## config.mk

```make
export PLATFORM = sky130hd
export DESIGN_NAME = rxb4_bonded_clocking
export DESIGN_NICKNAME = d
export VERILOG_FILES = /design/src/rxb4_pkg.sv /design/src/rxb4_sync2.sv /design/src/rxb4_bonded_clocking.sv
export VERILOG_INCLUDE_DIRS = /design/src
export SDC_FILE = /design/constraint.sdc
export NUM_CORES = 1
export LEC_CHECK = 0
export BUFFER_PORTS_ARGS = -buffer_cell sky130_fd_sc_hd__buf_4
export CORE_MARGIN = 1.5
export CORE_UTILIZATION = 60
export CTS_BUF_LIST = sky130_fd_sc_hd__clkbuf_8 sky130_fd_sc_hd__clkbuf_16
export DETAILED_ROUTE_END_ITERATION = 10
export PLACE_DENSITY = 0.86
export SLEW_MARGIN = 0
export SYNTH_ARGS = -nofsm -noshare
export SYNTH_HDL_FRONTEND = slang
export SYNTH_SLANG_ARGS = --single-unit
```

## constraint.sdc

```tcl
create_clock -name ref_clk -period 11.8 [get_ports ref_clk]
set_input_delay 0 -clock ref_clk [delete_from_list [all_inputs] [get_ports ref_clk]]
set_output_delay 0 -clock ref_clk [all_outputs]
set_load 0.02 [all_outputs]
```

## src/rxb4_consts.svh

```systemverilog
// Overview of operation
// - four bonded channels share one transceiver block
// - bonding offered for pcie x4, xaui, basic x4
// - xaui mode inserts the deskew fifo
// - pcie x4 modes bypass the deskew fifo
// - serial recovered clock is half line rate
// - parallel clock divides serial clock per channel
// - with deskew, aligner uses own recovered clock
// - with deskew, channel 0 clocks deskew, rate-match write
// - with deskew, master clock drives read, decoder, deserializer
// - without deskew, own clock drives aligner, rate-match write
// - without deskew, master clock drives read, decoder, deserializer
// - phase fifo clock: master clock, halved with deserializer
// - phase fifos share pointers and enables from master
// - pcie gen1 full rate needs hard core
`ifndef RXB4_CONSTS_SVH
`define RXB4_CONSTS_SVH

`define RXB4_ADDR_W 8
`define RXB4_DATA_W 32

// register offsets
`define RXB4_REG_CTRL 8'h00
`define RXB4_REG_RATE 8'h04
`define RXB4_REG_BLOCK 8'h08
`define RXB4_REG_STATUS 8'h0C
`define RXB4_REG_FREQ 8'h10
`define RXB4_REG_ROUTE 8'h14
`define RXB4_REG_PTR 8'h18

// control field positions
`define RXB4_CTRL_MODE_LO 0
`define RXB4_CTRL_BDS 2
`define RXB4_CTRL_HARD 3
`define RXB4_CTRL_EN 4

// reset values
`define RXB4_CTRL_RST 5'h00
`define RXB4_RATE_RST 16'h09C4
`define RXB4_BLOCK_RST 8'h00

// serial clock to parallel clock divide (10 bit word, half-rate cdr)
`define RXB4_PAR_DIV 16'h0005
// full-rate pcie gen1 fabric clock in mhz
`define RXB4_PCIE_G1_MHZ 16'h00FA
// phase fifo pointer width and read start distance
`define RXB4_PTR_W 3
`define RXB4_RD_START 3'h2

`endif

```

## src/rxb4_pkg.sv

```systemverilog
package rxb4_pkg;

	typedef enum logic [1:0] {
		RXB4_MODE_PCIE_G1 = 2'h0,
		RXB4_MODE_PCIE_G2 = 2'h1,
		RXB4_MODE_XAUI = 2'h2,
		RXB4_MODE_BASIC = 2'h3
	} rxb4_mode_t;

	typedef enum logic [3:0] {
		RXB4_ST_IDLE = 4'h1,
		RXB4_ST_WAIT = 4'h2,
		RXB4_ST_RUN = 4'h4,
		RXB4_ST_FAULT = 4'h8
	} rxb4_state_t;

endpackage : rxb4_pkg

```

## src/rxb4_sync2.sv

```systemverilog
`timescale 1ns/1ps
// two flip-flop synchroniser for one level
module rxb4_sync2 (
	input wire logic ref_clk,
	input wire logic reset,
	input wire logic async_in,
	output logic sync_out
);
	logic meta_r;
	logic sync_r;

	// only sync_r reads the first stage
	always_ff @(posedge ref_clk)
	begin
		if (reset)
		begin
			meta_r <= 1'b0;
			sync_r <= 1'b0;
		end
		else
		begin
			meta_r <= async_in;
			sync_r <= meta_r;
		end
	end

	assign sync_out = sync_r;
endmodule : rxb4_sync2

```

## src/rxb4_bonded_clocking.sv

```systemverilog
// The implementer's own choices: the address-and-strobe port and the placing of the registers.
`timescale 1ns/1ps
`include "rxb4_consts.svh"
// receive clock routing and shared phase fifo control for four bonded lanes
module rxb4_bonded_clocking (
	input wire logic ref_clk,
	input wire logic reset,
	input wire logic [7:0] reg_addr,
	input wire logic [31:0] reg_wdata,
	input wire logic reg_wr,
	input wire logic reg_rd,
	output logic [31:0] reg_rdata,
	input wire logic master_clock_unit_lock,
	input wire logic [3:0] cdr_lock,
	output logic deskew_en,
	output logic [7:0] rmf_wr_src,
	output logic [7:0] aligner_src,
	output logic master_lowspeed_sel,
	output logic bds_wr_en,
	output logic pcf_div2,
	output logic iface_clk_en,
	output logic iface_valid,
	output logic pcf_wr_en,
	output logic pcf_rd_en,
	output logic [2:0] pcf_wr_ptr,
	output logic [2:0] pcf_rd_ptr
);
	logic [4:0] ctrl_r;
	logic [4:0] ctrl_nxt;
	logic [15:0] rate_r;
	logic [15:0] rate_nxt;
	logic [7:0] block_r;
	logic [7:0] block_nxt;
	logic [31:0] rdata_r;
	logic [31:0] rdata_nxt;
	rxb4_pkg::rxb4_state_t state_r;
	rxb4_pkg::rxb4_state_t state_nxt;
	logic phase_r;
	logic phase_nxt;
	logic [2:0] wr_ptr_r;
	logic [2:0] wr_ptr_nxt;
	logic [2:0] rd_ptr_r;
	logic [2:0] rd_ptr_nxt;
	logic rd_go_r;
	logic rd_go_nxt;
	logic [7:0] rmf_src_r;
	logic [7:0] rmf_src_nxt;
	logic deskew_r;
	logic deskew_nxt;
	logic master_sel_r;
	logic master_sel_nxt;
	logic bds_r;
	logic bds_nxt;
	logic div2_r;
	logic div2_nxt;
	logic master_lock_s;
	logic [3:0] cdr_lock_s;
	rxb4_pkg::rxb4_mode_t mode;
	logic mode_xaui;
	logic bond_ok;
	logic mode_ok;
	logic rate_ok;
	logic cfg_ok;
	logic step;
	logic [15:0] serial_mhz;
	logic [15:0] par_mhz;
	logic [15:0] fabric_mhz;

	// pin inputs cross into ref_clk
	rxb4_sync2 u_sync_master (
		.ref_clk(ref_clk),
		.reset(reset),
		.async_in(master_clock_unit_lock),
		.sync_out(master_lock_s)
	);

	genvar gi;
	generate
		for (gi = 0; gi < 4; gi = gi + 1)
		begin : g_cdr
			rxb4_sync2 u_sync_cdr (
				.ref_clk(ref_clk),
				.reset(reset),
				.async_in(cdr_lock[gi]),
				.sync_out(cdr_lock_s[gi])
			);
		end
	endgenerate

	// configuration decode
	always_comb
	begin
		mode = rxb4_pkg::rxb4_mode_t'(ctrl_r[`RXB4_CTRL_MODE_LO +: 2]);
		mode_xaui = (mode == rxb4_pkg::RXB4_MODE_XAUI);
		// all four lanes in one transceiver block
		bond_ok = (block_r[1:0] == block_r[3:2]) && (block_r[1:0] == block_r[5:4])
			&& (block_r[1:0] == block_r[7:6]);
		// every two-bit code is one of the bondable modes
		mode_ok = 1'b1;
		case (mode)
			rxb4_pkg::RXB4_MODE_PCIE_G1: rate_ok = ctrl_r[`RXB4_CTRL_BDS] || ctrl_r[`RXB4_CTRL_HARD];
			rxb4_pkg::RXB4_MODE_PCIE_G2: rate_ok = ctrl_r[`RXB4_CTRL_BDS];
			rxb4_pkg::RXB4_MODE_XAUI: rate_ok = ctrl_r[`RXB4_CTRL_BDS];
			rxb4_pkg::RXB4_MODE_BASIC: rate_ok = 1'b1;
			default: rate_ok = 1'b0;
		endcase
		cfg_ok = bond_ok && mode_ok && rate_ok;
	end

	// clock frequencies derived from the line rate
	always_comb
	begin
		serial_mhz = {1'b0, rate_r[15:1]};
		par_mhz = serial_mhz / `RXB4_PAR_DIV;
		if (ctrl_r[`RXB4_CTRL_BDS])
			fabric_mhz = {1'b0, par_mhz[15:1]};
		else if (mode == rxb4_pkg::RXB4_MODE_PCIE_G1)
			fabric_mhz = ctrl_r[`RXB4_CTRL_HARD] ? `RXB4_PCIE_G1_MHZ : 16'h0000;
		else
			fabric_mhz = par_mhz;
	end

	// register writes
	always_comb
	begin
		ctrl_nxt = ctrl_r;
		rate_nxt = rate_r;
		block_nxt = block_r;
		if (reg_wr)
		begin
			case (reg_addr)
				`RXB4_REG_CTRL: ctrl_nxt = reg_wdata[4:0];
				`RXB4_REG_RATE: rate_nxt = reg_wdata[15:0];
				`RXB4_REG_BLOCK: block_nxt = reg_wdata[7:0];
				default: ctrl_nxt = ctrl_r;
			endcase
		end
	end

	// register reads, data in the following cycle
	always_comb
	begin
		rdata_nxt = 32'h00000000;
		if (reg_rd)
		begin
			case (reg_addr)
				`RXB4_REG_CTRL: rdata_nxt = {27'h0000000, ctrl_r};
				`RXB4_REG_RATE: rdata_nxt = {16'h0000, rate_r};
				`RXB4_REG_BLOCK: rdata_nxt = {24'h000000, block_r};
				`RXB4_REG_STATUS: rdata_nxt = {20'h00000, cdr_lock_s, state_r,
					master_lock_s, rate_ok, deskew_r, bond_ok};
				`RXB4_REG_FREQ: rdata_nxt = {serial_mhz, fabric_mhz};
				`RXB4_REG_ROUTE: rdata_nxt = {21'h000000, div2_r, bds_r, master_sel_r, rmf_src_r};
				`RXB4_REG_PTR: rdata_nxt = {25'h0000000, rd_go_r, rd_ptr_r, wr_ptr_r};
				default: rdata_nxt = 32'h00000000;
			endcase
		end
	end

	// sequencing: the interface clock waits for the master clock
	always_comb
	begin
		state_nxt = state_r;
		case (state_r)
			rxb4_pkg::RXB4_ST_IDLE:
			begin
				if (ctrl_r[`RXB4_CTRL_EN])
					state_nxt = cfg_ok ? rxb4_pkg::RXB4_ST_WAIT : rxb4_pkg::RXB4_ST_FAULT;
			end
			rxb4_pkg::RXB4_ST_WAIT:
			begin
				if (!ctrl_r[`RXB4_CTRL_EN])
					state_nxt = rxb4_pkg::RXB4_ST_IDLE;
				else if (!cfg_ok)
					state_nxt = rxb4_pkg::RXB4_ST_FAULT;
				else if (master_lock_s)
					state_nxt = rxb4_pkg::RXB4_ST_RUN;
			end
			rxb4_pkg::RXB4_ST_RUN:
			begin
				if (!ctrl_r[`RXB4_CTRL_EN])
					state_nxt = rxb4_pkg::RXB4_ST_IDLE;
				else if (!cfg_ok)
					state_nxt = rxb4_pkg::RXB4_ST_FAULT;
				else if (!master_lock_s)
					state_nxt = rxb4_pkg::RXB4_ST_WAIT;
			end
			rxb4_pkg::RXB4_ST_FAULT:
			begin
				if (!ctrl_r[`RXB4_CTRL_EN])
					state_nxt = rxb4_pkg::RXB4_ST_IDLE;
			end
			default: state_nxt = rxb4_pkg::RXB4_ST_IDLE;
		endcase
	end

	// clock routing selects, back at reset values outside wait and run
	always_comb
	begin
		deskew_nxt = 1'b0;
		rmf_src_nxt = 8'hE4;
		master_sel_nxt = 1'b0;
		bds_nxt = 1'b0;
		div2_nxt = 1'b0;
		if (state_r == rxb4_pkg::RXB4_ST_RUN || state_r == rxb4_pkg::RXB4_ST_WAIT)
		begin
			deskew_nxt = mode_xaui;
			// lane 0 recovered clock for all writes with deskew, own lane otherwise
			rmf_src_nxt = mode_xaui ? 8'h00 : 8'hE4;
			master_sel_nxt = 1'b1;
			bds_nxt = ctrl_r[`RXB4_CTRL_BDS];
			div2_nxt = ctrl_r[`RXB4_CTRL_BDS];
		end
	end

	// shared phase fifo pointers, one set for all lanes
	always_comb
	begin
		phase_nxt = 1'b0;
		wr_ptr_nxt = wr_ptr_r;
		rd_ptr_nxt = rd_ptr_r;
		rd_go_nxt = rd_go_r;
		step = 1'b0;
		if (state_r == rxb4_pkg::RXB4_ST_RUN)
		begin
			phase_nxt = ~phase_r;
			step = div2_r ? phase_r : 1'b1;
			if (step)
			begin
				wr_ptr_nxt = wr_ptr_r + 3'h1;
				if (rd_go_r)
					rd_ptr_nxt = rd_ptr_r + 3'h1;
				else if (wr_ptr_r == (`RXB4_RD_START - 3'h1))
					rd_go_nxt = 1'b1;
			end
		end
		else
		begin
			wr_ptr_nxt = 3'h0;
			rd_ptr_nxt = 3'h0;
			rd_go_nxt = 1'b0;
		end
	end

	// registers
	always_ff @(posedge ref_clk)
	begin
		if (reset)
		begin
			ctrl_r <= `RXB4_CTRL_RST;
			rate_r <= `RXB4_RATE_RST;
			block_r <= `RXB4_BLOCK_RST;
			rdata_r <= 32'h00000000;
			state_r <= rxb4_pkg::RXB4_ST_IDLE;
			phase_r <= 1'b0;
			wr_ptr_r <= 3'h0;
			rd_ptr_r <= 3'h0;
			rd_go_r <= 1'b0;
			rmf_src_r <= 8'hE4;
			deskew_r <= 1'b0;
			master_sel_r <= 1'b0;
			bds_r <= 1'b0;
			div2_r <= 1'b0;
		end
		else
		begin
			ctrl_r <= ctrl_nxt;
			rate_r <= rate_nxt;
			block_r <= block_nxt;
			rdata_r <= rdata_nxt;
			state_r <= state_nxt;
			phase_r <= phase_nxt;
			wr_ptr_r <= wr_ptr_nxt;
			rd_ptr_r <= rd_ptr_nxt;
			rd_go_r <= rd_go_nxt;
			rmf_src_r <= rmf_src_nxt;
			deskew_r <= deskew_nxt;
			master_sel_r <= master_sel_nxt;
			bds_r <= bds_nxt;
			div2_r <= div2_nxt;
		end
	end

	// outputs
	assign reg_rdata = rdata_r;
	assign deskew_en = deskew_r;
	assign rmf_wr_src = rmf_src_r;
	assign aligner_src = 8'hE4;
	assign master_lowspeed_sel = master_sel_r;
	assign bds_wr_en = bds_r;
	assign pcf_div2 = div2_r;
	assign iface_valid = (state_r == rxb4_pkg::RXB4_ST_RUN);
	assign iface_clk_en = step;
	assign pcf_wr_en = step;
	assign pcf_rd_en = step && rd_go_r;
	assign pcf_wr_ptr = wr_ptr_r;
	assign pcf_rd_ptr = rd_ptr_r;
endmodule : rxb4_bonded_clocking

```

==> results of run 1 <==
report_power, final:
group	switching, mW	internal [mW]	total [mW]
clock	0.113	0.0981	0.211
combinational	0.0396	0.0354	0.0750
sequential	0.0105	0.297	0.307
routing by layer:
| layer | part of all wire [%] | wire (µm) | global-route usage, % |
|---|---|---|---|
| met3 | 8.8 | 1360 | 5.55 |
| met4 | 1.4 | 210 | 8.78 |
| met2 | 49 | 7600 | 54.2 |
| met1 | 40 | 6230 | 41.6 |
| met5 | 0 | 0 | 0 |
worst paths after layout:
check / slack, ns / startpoint / depth (start not counted) / end
worst min-delay path: 0.06 / reset / 2 / block_r[5]
worst max register to register: 5.10 / rate_r[12] / 20 / reg_rdata[0]
worst max-delay path: 5.10 / rate_r[12] / 20 / reg_rdata[0]
worst min register to register: 0.41 / phase_r / 1 / phase_r
flip-flops by register name (all words and copies together), names as in the netlist, 3 cells and up:
signal,count
g_cdr.u_sync_cdr.meta_r,4
block_r,8
rate_r,16
g_cdr.u_sync_cdr.sync_out,4
ctrl_r,5
state_r,4
pcf_rd_ptr,3
pcf_wr_ptr,3
reg_rdata,31
stage by stage:
stage          cell area (µm²)  hold WS, ns  util (%)  total power, mW  worst slack [ns]
2_1_floorplan             5590        0.121         -            0.364              6.72
3_3_place_gp              6000        0.211      67.8            0.377              5.53
3_5_place_dp              6000        0.216      67.8            0.380              5.41
4_1_cts                   6410       0.0574      72.5            0.593              5.36
5_1_grt                   6410       0.0658      72.5            0.615              4.58
6_report                  6410       0.0588      72.5            0.594              5.10
kinds of logic after synthesis:
family | synth area share, %
fa+ha+maj | 1.98
other cells | 0.135
xor+xnor | 2.19
mux | 4.96
flops | 31.0
simple gates | 26.9
compound gates | 25.3
buf+inv | 7.51
synth_stat cells, types with 4 or more instances:
master and n:
a31oi_1 12, o22a_1 4, a221o_1 5, o211ai_1 7
a22oi_1 9, or3_1 4, clkbuf_1 37, inv_1 16
o22ai_1 7, xnor2_1 9, nor2b_1 17, nand2_1 68
mux2i_1 23, nor3_1 27, nand2b_1 12, a221oi_1 8
or2_2 5, nand3_1 15, dfxtp_1 86, o21ai_0 21
nand4_1 6, nor2_1 71, a21oi_1 58, nand3b_1 9
nor3b_1 4, and3_1 5, o2111ai_1 4, ha_1 8
buf_4 21, nor4_1 5, a211oi_1 10, and2_1 28
layout make-up:
type | instances | area [µm²]
clock buffer | 9 | 124
inverter | 19 | 71.3
timing repair buffer | 104 | 836
tap | 108 | 135
sequential | 86 | 1720
fill | 675 | 2440
multi-input combinational | 548 | 3450
clock inverter | 6 | 71.3
==> results.md, run 1 <==
- Final hold violation count: 0
- DRC Markers: 0
- Seq/Total Area, Yosys: 31.0%
- Die width: 99.2 µm
- FP Rows: 34
- GRT overflow: 0
- Final setup TNS: 0 ns
- Synth area leaders: dfxtp_1, a21oi_1, nor2_1
- Commonest non-fill, non-tap cell in the layout: dfxtp_1
- Worst-path clk slew: 0.09 ns
- Share of cells above drive strength 1: 16.1%
- WP buf/inv: 0
- Warning count from the yosys run: 0
- Via Count: 5616
- Worst-Margin Slew: 0.934 ns
- Clock root buffer: clkbuf_8
- Crit path DAT: 7.00 ns
- Core Area: 0.00885 mm²
- Cell chain of the critical path: xor2_1 -> o22ai_1 -> nor2_1 -> nor4_1 -> o41ai_4 -> and2_1 -> a31oi_1 -> nor3_1 -> nor2_1 -> a311oi_1 -> a22oi_1 -> a32o_1 -> nor3_1 -> or2_2 -> ha_1 -> nor2_1 -> maj3_1 -> o21a_1 -> a211oi_1 -> o32a_1
- Crit share post-route: 56.8%
- Required time worst endpoint: 12.10 ns
- GP Congestion: 0.931
- EDFF count, synth: 0
- Worst setup path class: flip-flop to flip-flop
- Dpl cells: 843
- Post-synth ARST share: 0%
- CTS tree: built
- Status: complete, no violations
- Cell taking the most area after synthesis: dfxtp_1
- Max clock buf depth: 2
- Vias in the first global route: 5210
- Yosys top cell area share: 31.0%
- Cell seen most often among critical-path stages: nor2_1
- GRT Resource Usage Total: 31.7%
- Pwr dens: 92.6 mW/mm²
- Post-DR vias/cell: 6.38
- Hold/Removal Path Class: input port to flip-flop
- # clock sinks: 86
- First drt pass iteration count: 6
- Ys flop type: dfxtp_1
- Die area: 0.00983 mm²
- WL final: 15400 µm
- Detail Route Antenna Nets: 0
- Slew HR: 37.6%
- Max Slew Vio Count: 0
- First-pass GRT wire length: 25500 µm
- Initial Utilization: 62.7%
- Crit path max-delay family: compound AO/OA/AOI/OAI gates
- Wire per inst: 17.5 µm
- Fin nets: 825
- Seq cells post-synth: 86
- Slowest stage cell on the critical path: dfxtp_1
- H-Tree Depth: 3
- Crit path launch type: flip-flop
- Max VDD drop: 175 µV
- Final min period: 6.70 ns
- Unique masters post-synth: 86
- Post-Route Skew: 0.0134 ns
- Detailed placement HPWL: 10600 µm
- Setup bufs post-CTS: 0
- CP Max Fanout: 28
- F_max: 0.149 GHz
- Clock buffer count from CTS: 9
- Static Leak: 2.58 nW
- Largest net degree at the start of global routing: 47
- Mapped cell area: 0.00555 mm²
- # diodes: 0
- Post-CTS Hold Buffers: 22
- Syn avg cell area: 7.84 µm²
- Post-Syn Instances: 708
- Final setup violation count: 0
- Area grow syn2layout: 15.5%
- Clock latency on the worst-skew pair: 0.36 ns
- Resize count post-CTS: 0
- Chip height: 99.2 µm
- Most frequent cells in the layout: dfxtp_1, buf_4, nor2_1
- Port bufs: 81
- MaxCap Viol Count: 0
- Max stage delay on crit path: 0.95 ns
- Number of I/O pins: 111
- DRT iter0 DRCs: 543
- RSZ-0062 raised after global routing: false
- Post-Layout Cell Count: 880
- CP Capture Type: flip-flop
- Initial antenna violation count: 0
Note: power is estimated with default switching activity, not from simulation.
==> run 2, diff against run 1 <==
Settings changed: ABC_AREA from default to 1, CORE_UTILIZATION 60 to 54, PLACE_DENSITY 0.86 to 0.8.
Clock period 11.8 ns to 6.6 ns, I/O delays scaled along.
==> run 2 against run 1 <==
Net effect:
- clock skew down 0.0012 ns
- via count down 12%
- critical endpoint unchanged
- critical path type unchanged
- first-iteration DRC count down 46%
- combinational power rose to 6.7 times the previous value
==> results.md, run 2 <==
- GRT overflow: 0
- Ys flop type: dfxtp_1
- Slowest stage cell on the critical path: dfxtp_1
- Status: complete, no violations
- Warning count from the yosys run: 0
- Detailed placement HPWL: 9970 µm
- CTS tree: built
- Static Leak: 2.69 nW
- Largest register FFs: 31
- RSZ-0062 raised after global routing: false
- Crit path launch type: flip-flop
- Unique masters post-synth: 42
- # clock sinks: 86
- Final setup TNS: 0 ns
- Multi-input logic area: 0.00252 mm²
- Port bufs: 81
- Core Area: 0.00864 mm²
- Number of I/O pins: 111
- Dpl cells: 846
- Worst-path clk slew: 0.10 ns
- Final min period: 5.79 ns
- Hold/Removal Path Class: input port to flip-flop
- CP Capture Type: flip-flop
- F_max: 0.173 GHz
- Max stage delay on crit path: 0.49 ns
- Switch Pwr: 0.537 mW
- Slew HR: 26.8%
- Seq pwr share: 37.8%
- Worst setup path class: flip-flop to flip-flop
- Synth area leaders: dfxtp_1, nand2_1, inv_1
- Cell seen most often among critical-path stages: nand2_2
- Post-DR vias/cell: 5.58
- Gate power share: 34.9%
- Storage element area: 0.00172 mm²
- Clock latency on the worst-skew pair: 0.37 ns
- Area grow syn2layout: 22.4%
- CP Max Fanout: 7
- WHS: 0.0889 ns
- Detail Route Antenna Nets: 0
- Max clock buf depth: 2
- Share of cells above drive strength 1: 22.3%
- Worst-Margin Slew: 1.09 ns
- Post-synth ARST share: 0%
- DRT iter0 DRCs: 293
- First drt pass iteration count: 5
- Fillers: 747
- Switching share of power: 37.3%
- Post-Route Skew: 0.0122 ns
- Via Count: 4959
- Wire per inst: 15.2 µm
- Register-to-register path setup slack: 0.81 ns
- Chip height: 97.1 µm
- GRT Resource Usage Total: 28.5%
- Most frequent cell after synthesis: nand2_1
- Max VDD drop: 206 µV
- Setup bufs post-CTS: 0
- Most frequent cells in the layout: nand2_1, inv_1, dfxtp_1
- Clock buffer count from CTS: 9
- Initial Utilization: 55.4%
- Commonest non-fill, non-tap cell in the layout: nand2_1
- Die area: 0.00944 mm²
- Clock group share of total power: 27.4%
- Pint: 0.903 mW
- Vias in the first global route: 4650
- Mapped cell area: 0.00479 mm²
- Final setup violation count: 0
- Initial antenna violation count: 0
- Final hold violation count: 0
- Crit share post-route: 87.8%
- Cell taking the most area after synthesis: dfxtp_1
- Yosys top cell area share: 36.0%
- Crit path DAT: 6.02 ns
- Clock root buffer: clkbuf_8
- Resize count post-CTS: 0
- GP Congestion: 0.945
- Pwr dens: 246 mW/mm²
- Fin nets: 833
- Post-Layout Cell Count: 889
- WL final: 13500 µm
- DRC Markers: 0
- Post-synth top cells: nand2_1, inv_1, dfxtp_1, nor2_1, nand3_1
- FP Rows: 34
- MaxCap Viol Count: 0
- Seq/Total Area, Yosys: 36.0%
- Post-Syn Instances: 679
- Syn avg cell area: 7.05 µm²
- Seq cells post-synth: 86
- Die width: 97.1 µm
- # diodes: 0
- Post-CTS Hold Buffers: 27
- Final core occ: 67.8%
- Max Slew Vio Count: 0
- EDFF count, synth: 0
- H-Tree Depth: 3
- Largest net degree at the start of global routing: 35
- Required time worst endpoint: 6.83 ns
- First-pass GRT wire length: 21900 µm
## run 2: kinds of logic (layout without fill, tap and decap cells)
logic type | count (synthesis) | count (layout) | synth area share (%)
flops | 86 | 86 | 36.0
buf+inv | 137 | 228 | 12.2
mux | 1 | 1 | 0.235
compound gates | 132 | 132 | 17.2
fa+ha+maj | 8 | 8 | 2.09
simple gates | 313 | 313 | 32.2
other cells | 2 | 13 | 0.157
## run 2: worst paths after layout
kind                              startpoint                      endpoint  cells after the start
setup reg to reg                  rate_r[15]                  reg_rdata[0]                     53
hold reg to reg   g_cdr[0].u_sync_cdr.meta_r  g_cdr[0].u_sync_cdr.sync_out                      2
hold / removal                   reg_addr[3]                 reg_rdata[10]                      4
setup / recovery                  rate_r[15]                  reg_rdata[0]                     53
## run 2: metal layers
metal	track usage, %	vias to the layer above	part of all wire, %
met1	36.7	2265	43
met2	47.6	248	47
met5	0	-	0
li1	-	2406	-
met4	10.9	0	2.6
met3	5.04	40	7.6
## run 2: power groups by stage
stage	clock (mW)	sequential (mW)	combinational, mW
2_1_floorplan	0	0.551	0.393
3_5_place_dp	0	0.555	0.481
4_1_cts	0.399	0.543	0.495
6_report	0.394	0.544	0.502
5_1_grt	0.418	0.544	0.557
3_3_place_gp	0	0.554	0.466
## run 2: stage by stage
step | total power [mW] | setup slack, ns | area, µm²
6_report | 1.44 | 0.805 | 5860
3_3_place_gp | 1.02 | 1.21 | 5380
2_1_floorplan | 0.944 | 1.84 | 4830
5_1_grt | 1.52 | 0.192 | 5860
3_5_place_dp | 1.04 | 0.956 | 5380
4_1_cts | 1.44 | 0.920 | 5860
## run 2: final cells by class
type	instances	area share [%]
flip-flops and latches	86	29.4
clock inverters	6	1.17
multi-input cells	467	43.1
repair buffers	109	15.1
well taps	108	2.31
clock buffers	10	2.35
inverters	103	6.60
## run 2: critical path, delay by kind of cell (launching register included)
family	cells	cell delay, ns
AOI/OAI and AO/OA	3	0.50
buffers and inverters	6	0.45
DFF	1	0.49
and+or+nand+nor	43	4.03
adders and majority gates	1	0.19
==> run 3, diff against run 2 <==
--- a/config.mk
+++ b/config.mk
@@ -19 +19,2 @@
 export SYNTH_SLANG_ARGS = --single-unit
+export TNS_END_PERCENT = 10
==> constraint.sdc (replaced) <==
create_clock -name ref_clk -period 6.6 [get_ports ref_clk]
set_input_delay 0.33 -clock ref_clk [delete_from_list [all_inputs] [get_ports ref_clk]]
set_output_delay 0.33 -clock ref_clk [all_outputs]
set_load 0.02 [all_outputs]
==> run 3 against run 2 <==
Net effect:
- cell count shrank 3.1%
- die area is the same
- clock power is 4% lower
- final area down 4.8%
- non-clock buffer count is 27 lower
- largest power group unchanged
- highest routed layer unchanged
==> results.md, run 3 (synthesis results as in run 2) <==
- Status: complete, no violations
- Cell seen most often among critical-path stages: nand2_2
- Worst-Margin Slew: 1.08 ns
- Post-DR vias/cell: 5.60
- Final Power: 1.41 mW
- RSZ-0062 raised after global routing: false
- Crit path DAT: 5.95 ns
- GP Congestion: 0.945
- Commonest non-fill, non-tap cell in the layout: nand2_1
- Static Leak: 2.56 nW
- Most frequent cells in the layout: nand2_1, inv_1, dfxtp_1
- Largest net degree at the start of global routing: 35
- Fin nets: 806
- Final hold violation count: 0
- # clock sinks: 86
- Hold/Removal Path Class: input port to flip-flop
- Detailed placement HPWL: 9900 µm
- Slowest stage cell on the critical path: dfxtp_1
- First drt pass iteration count: 6
- Crit path max-delay family: simple AND/OR/NAND/NOR gates
- MaxCap Viol Count: 0
- CP Max Fanout: 7
- CP Capture Type: flip-flop
- GRT Resource Usage Total: 27.7%
- Chip height: 97.1 µm
- Crit path launch type: flip-flop
- First-pass GRT wire length: 21100 µm
- Setup bufs post-CTS: 0
- Core Area: 0.00864 mm²
- Port bufs: 81
- Resize count post-CTS: 0
- Worst setup path class: flip-flop to flip-flop
- Crit share post-route: 86.7%
- Die area: 0.00944 mm²
- Vias in the first global route: 4492
- Clock latency on the worst-skew pair: 0.36 ns
- WL final: 13200 µm
- Initial Utilization: 55.4%
- Max stage delay on crit path: 0.48 ns
- CTS tree: built
- H-Tree Depth: 3
- Area grow syn2layout: 16.6%
- Share of cells above drive strength 1: 22.8%
- Final core occ: 64.6%
- Largest register FFs: 31
- Pwr dens: 252 mW/mm²
- Post-CTS Hold Buffers: 0
- Detail Route Antenna Nets: 0
- Max Slew Vio Count: 0
- # diodes: 0
- F_max: 0.175 GHz
- Worst-path clk slew: 0.08 ns
- Max VDD drop: 226 µV
- Final setup TNS: 0 ns
- Final setup violation count: 0
- WP buf/inv: 7
- GRT overflow: 0
- Die width: 97.1 µm
- Post-Route Skew: 0.0116 ns
- Via Count: 4824
- DRT iter0 DRCs: 306
- DRC Markers: 0
- Clock buffer count from CTS: 9
- Max clock buf depth: 2
- Slew HR: 27.8%
- Initial antenna violation count: 0
- Clock root buffer: clkbuf_8
- FP Rows: 34
- Required time worst endpoint: 6.83 ns
- Number of I/O pins: 111
- Wire per inst: 15.3 µm
- Final min period: 5.72 ns
## run 3: metrics by stage
stage	cells	hold WS, ns	instance area, µm²	worst slack (ns)
2_1_floorplan	690	0.388	4830	1.84
4_1_cts	861	0.156	5580	0.950
3_3_place_gp	846	0.392	5380	1.21
6_report	861	0.165	5580	0.875
3_5_place_dp	846	0.395	5380	0.974
5_1_grt	861	0.158	5580	0.314
## run 3: area by class of cell
type                       count  area [µm²]
clock inverter                 5        58.8
inverter                     103         387
sequential                    86        1720
fill                         782        3060
clock buffer                  10         138
timing repair buffer          82         616
tap                          108         135
multi-input combinational    467        2520
## run 3: path summary, 6_finish.rpt
kind	to	startpoint	cells after the start	slack (ns)
max	reg_rdata[0]	rate_r[15]	52	0.88
min	u_sync_master.meta_r	master_clock_unit_lock	3	0.16
max reg2reg	reg_rdata[0]	rate_r[15]	52	0.88
min reg2reg	g_cdr[0].u_sync_cdr.sync_out	g_cdr[0].u_sync_cdr.meta_r	2	0.41
## run 3: worst reg2reg max path, delay by kind of cell, from the launching register on
kind	cells	cell delay (ns)
compound gates	5	0.92
buf+inv	7	0.45
fa+ha+maj	1	0.19
simple gates	39	3.53
flops	1	0.48
## run 3: power by group
group	switching (mW)	internal, mW
clock	0.193	0.184
combinational	0.313	0.173
sequential	0.0138	0.531
total	0.521	0.888
## run 3: routing by layer
metal,global-route usage [%],part of all wire [%],up-vias
met5,0,0,-
li1,-,-,2348
met2,47.4,48,222
met1,35.0,42,2228
met3,3.81,7.5,26
met4,11.7,2.4,0
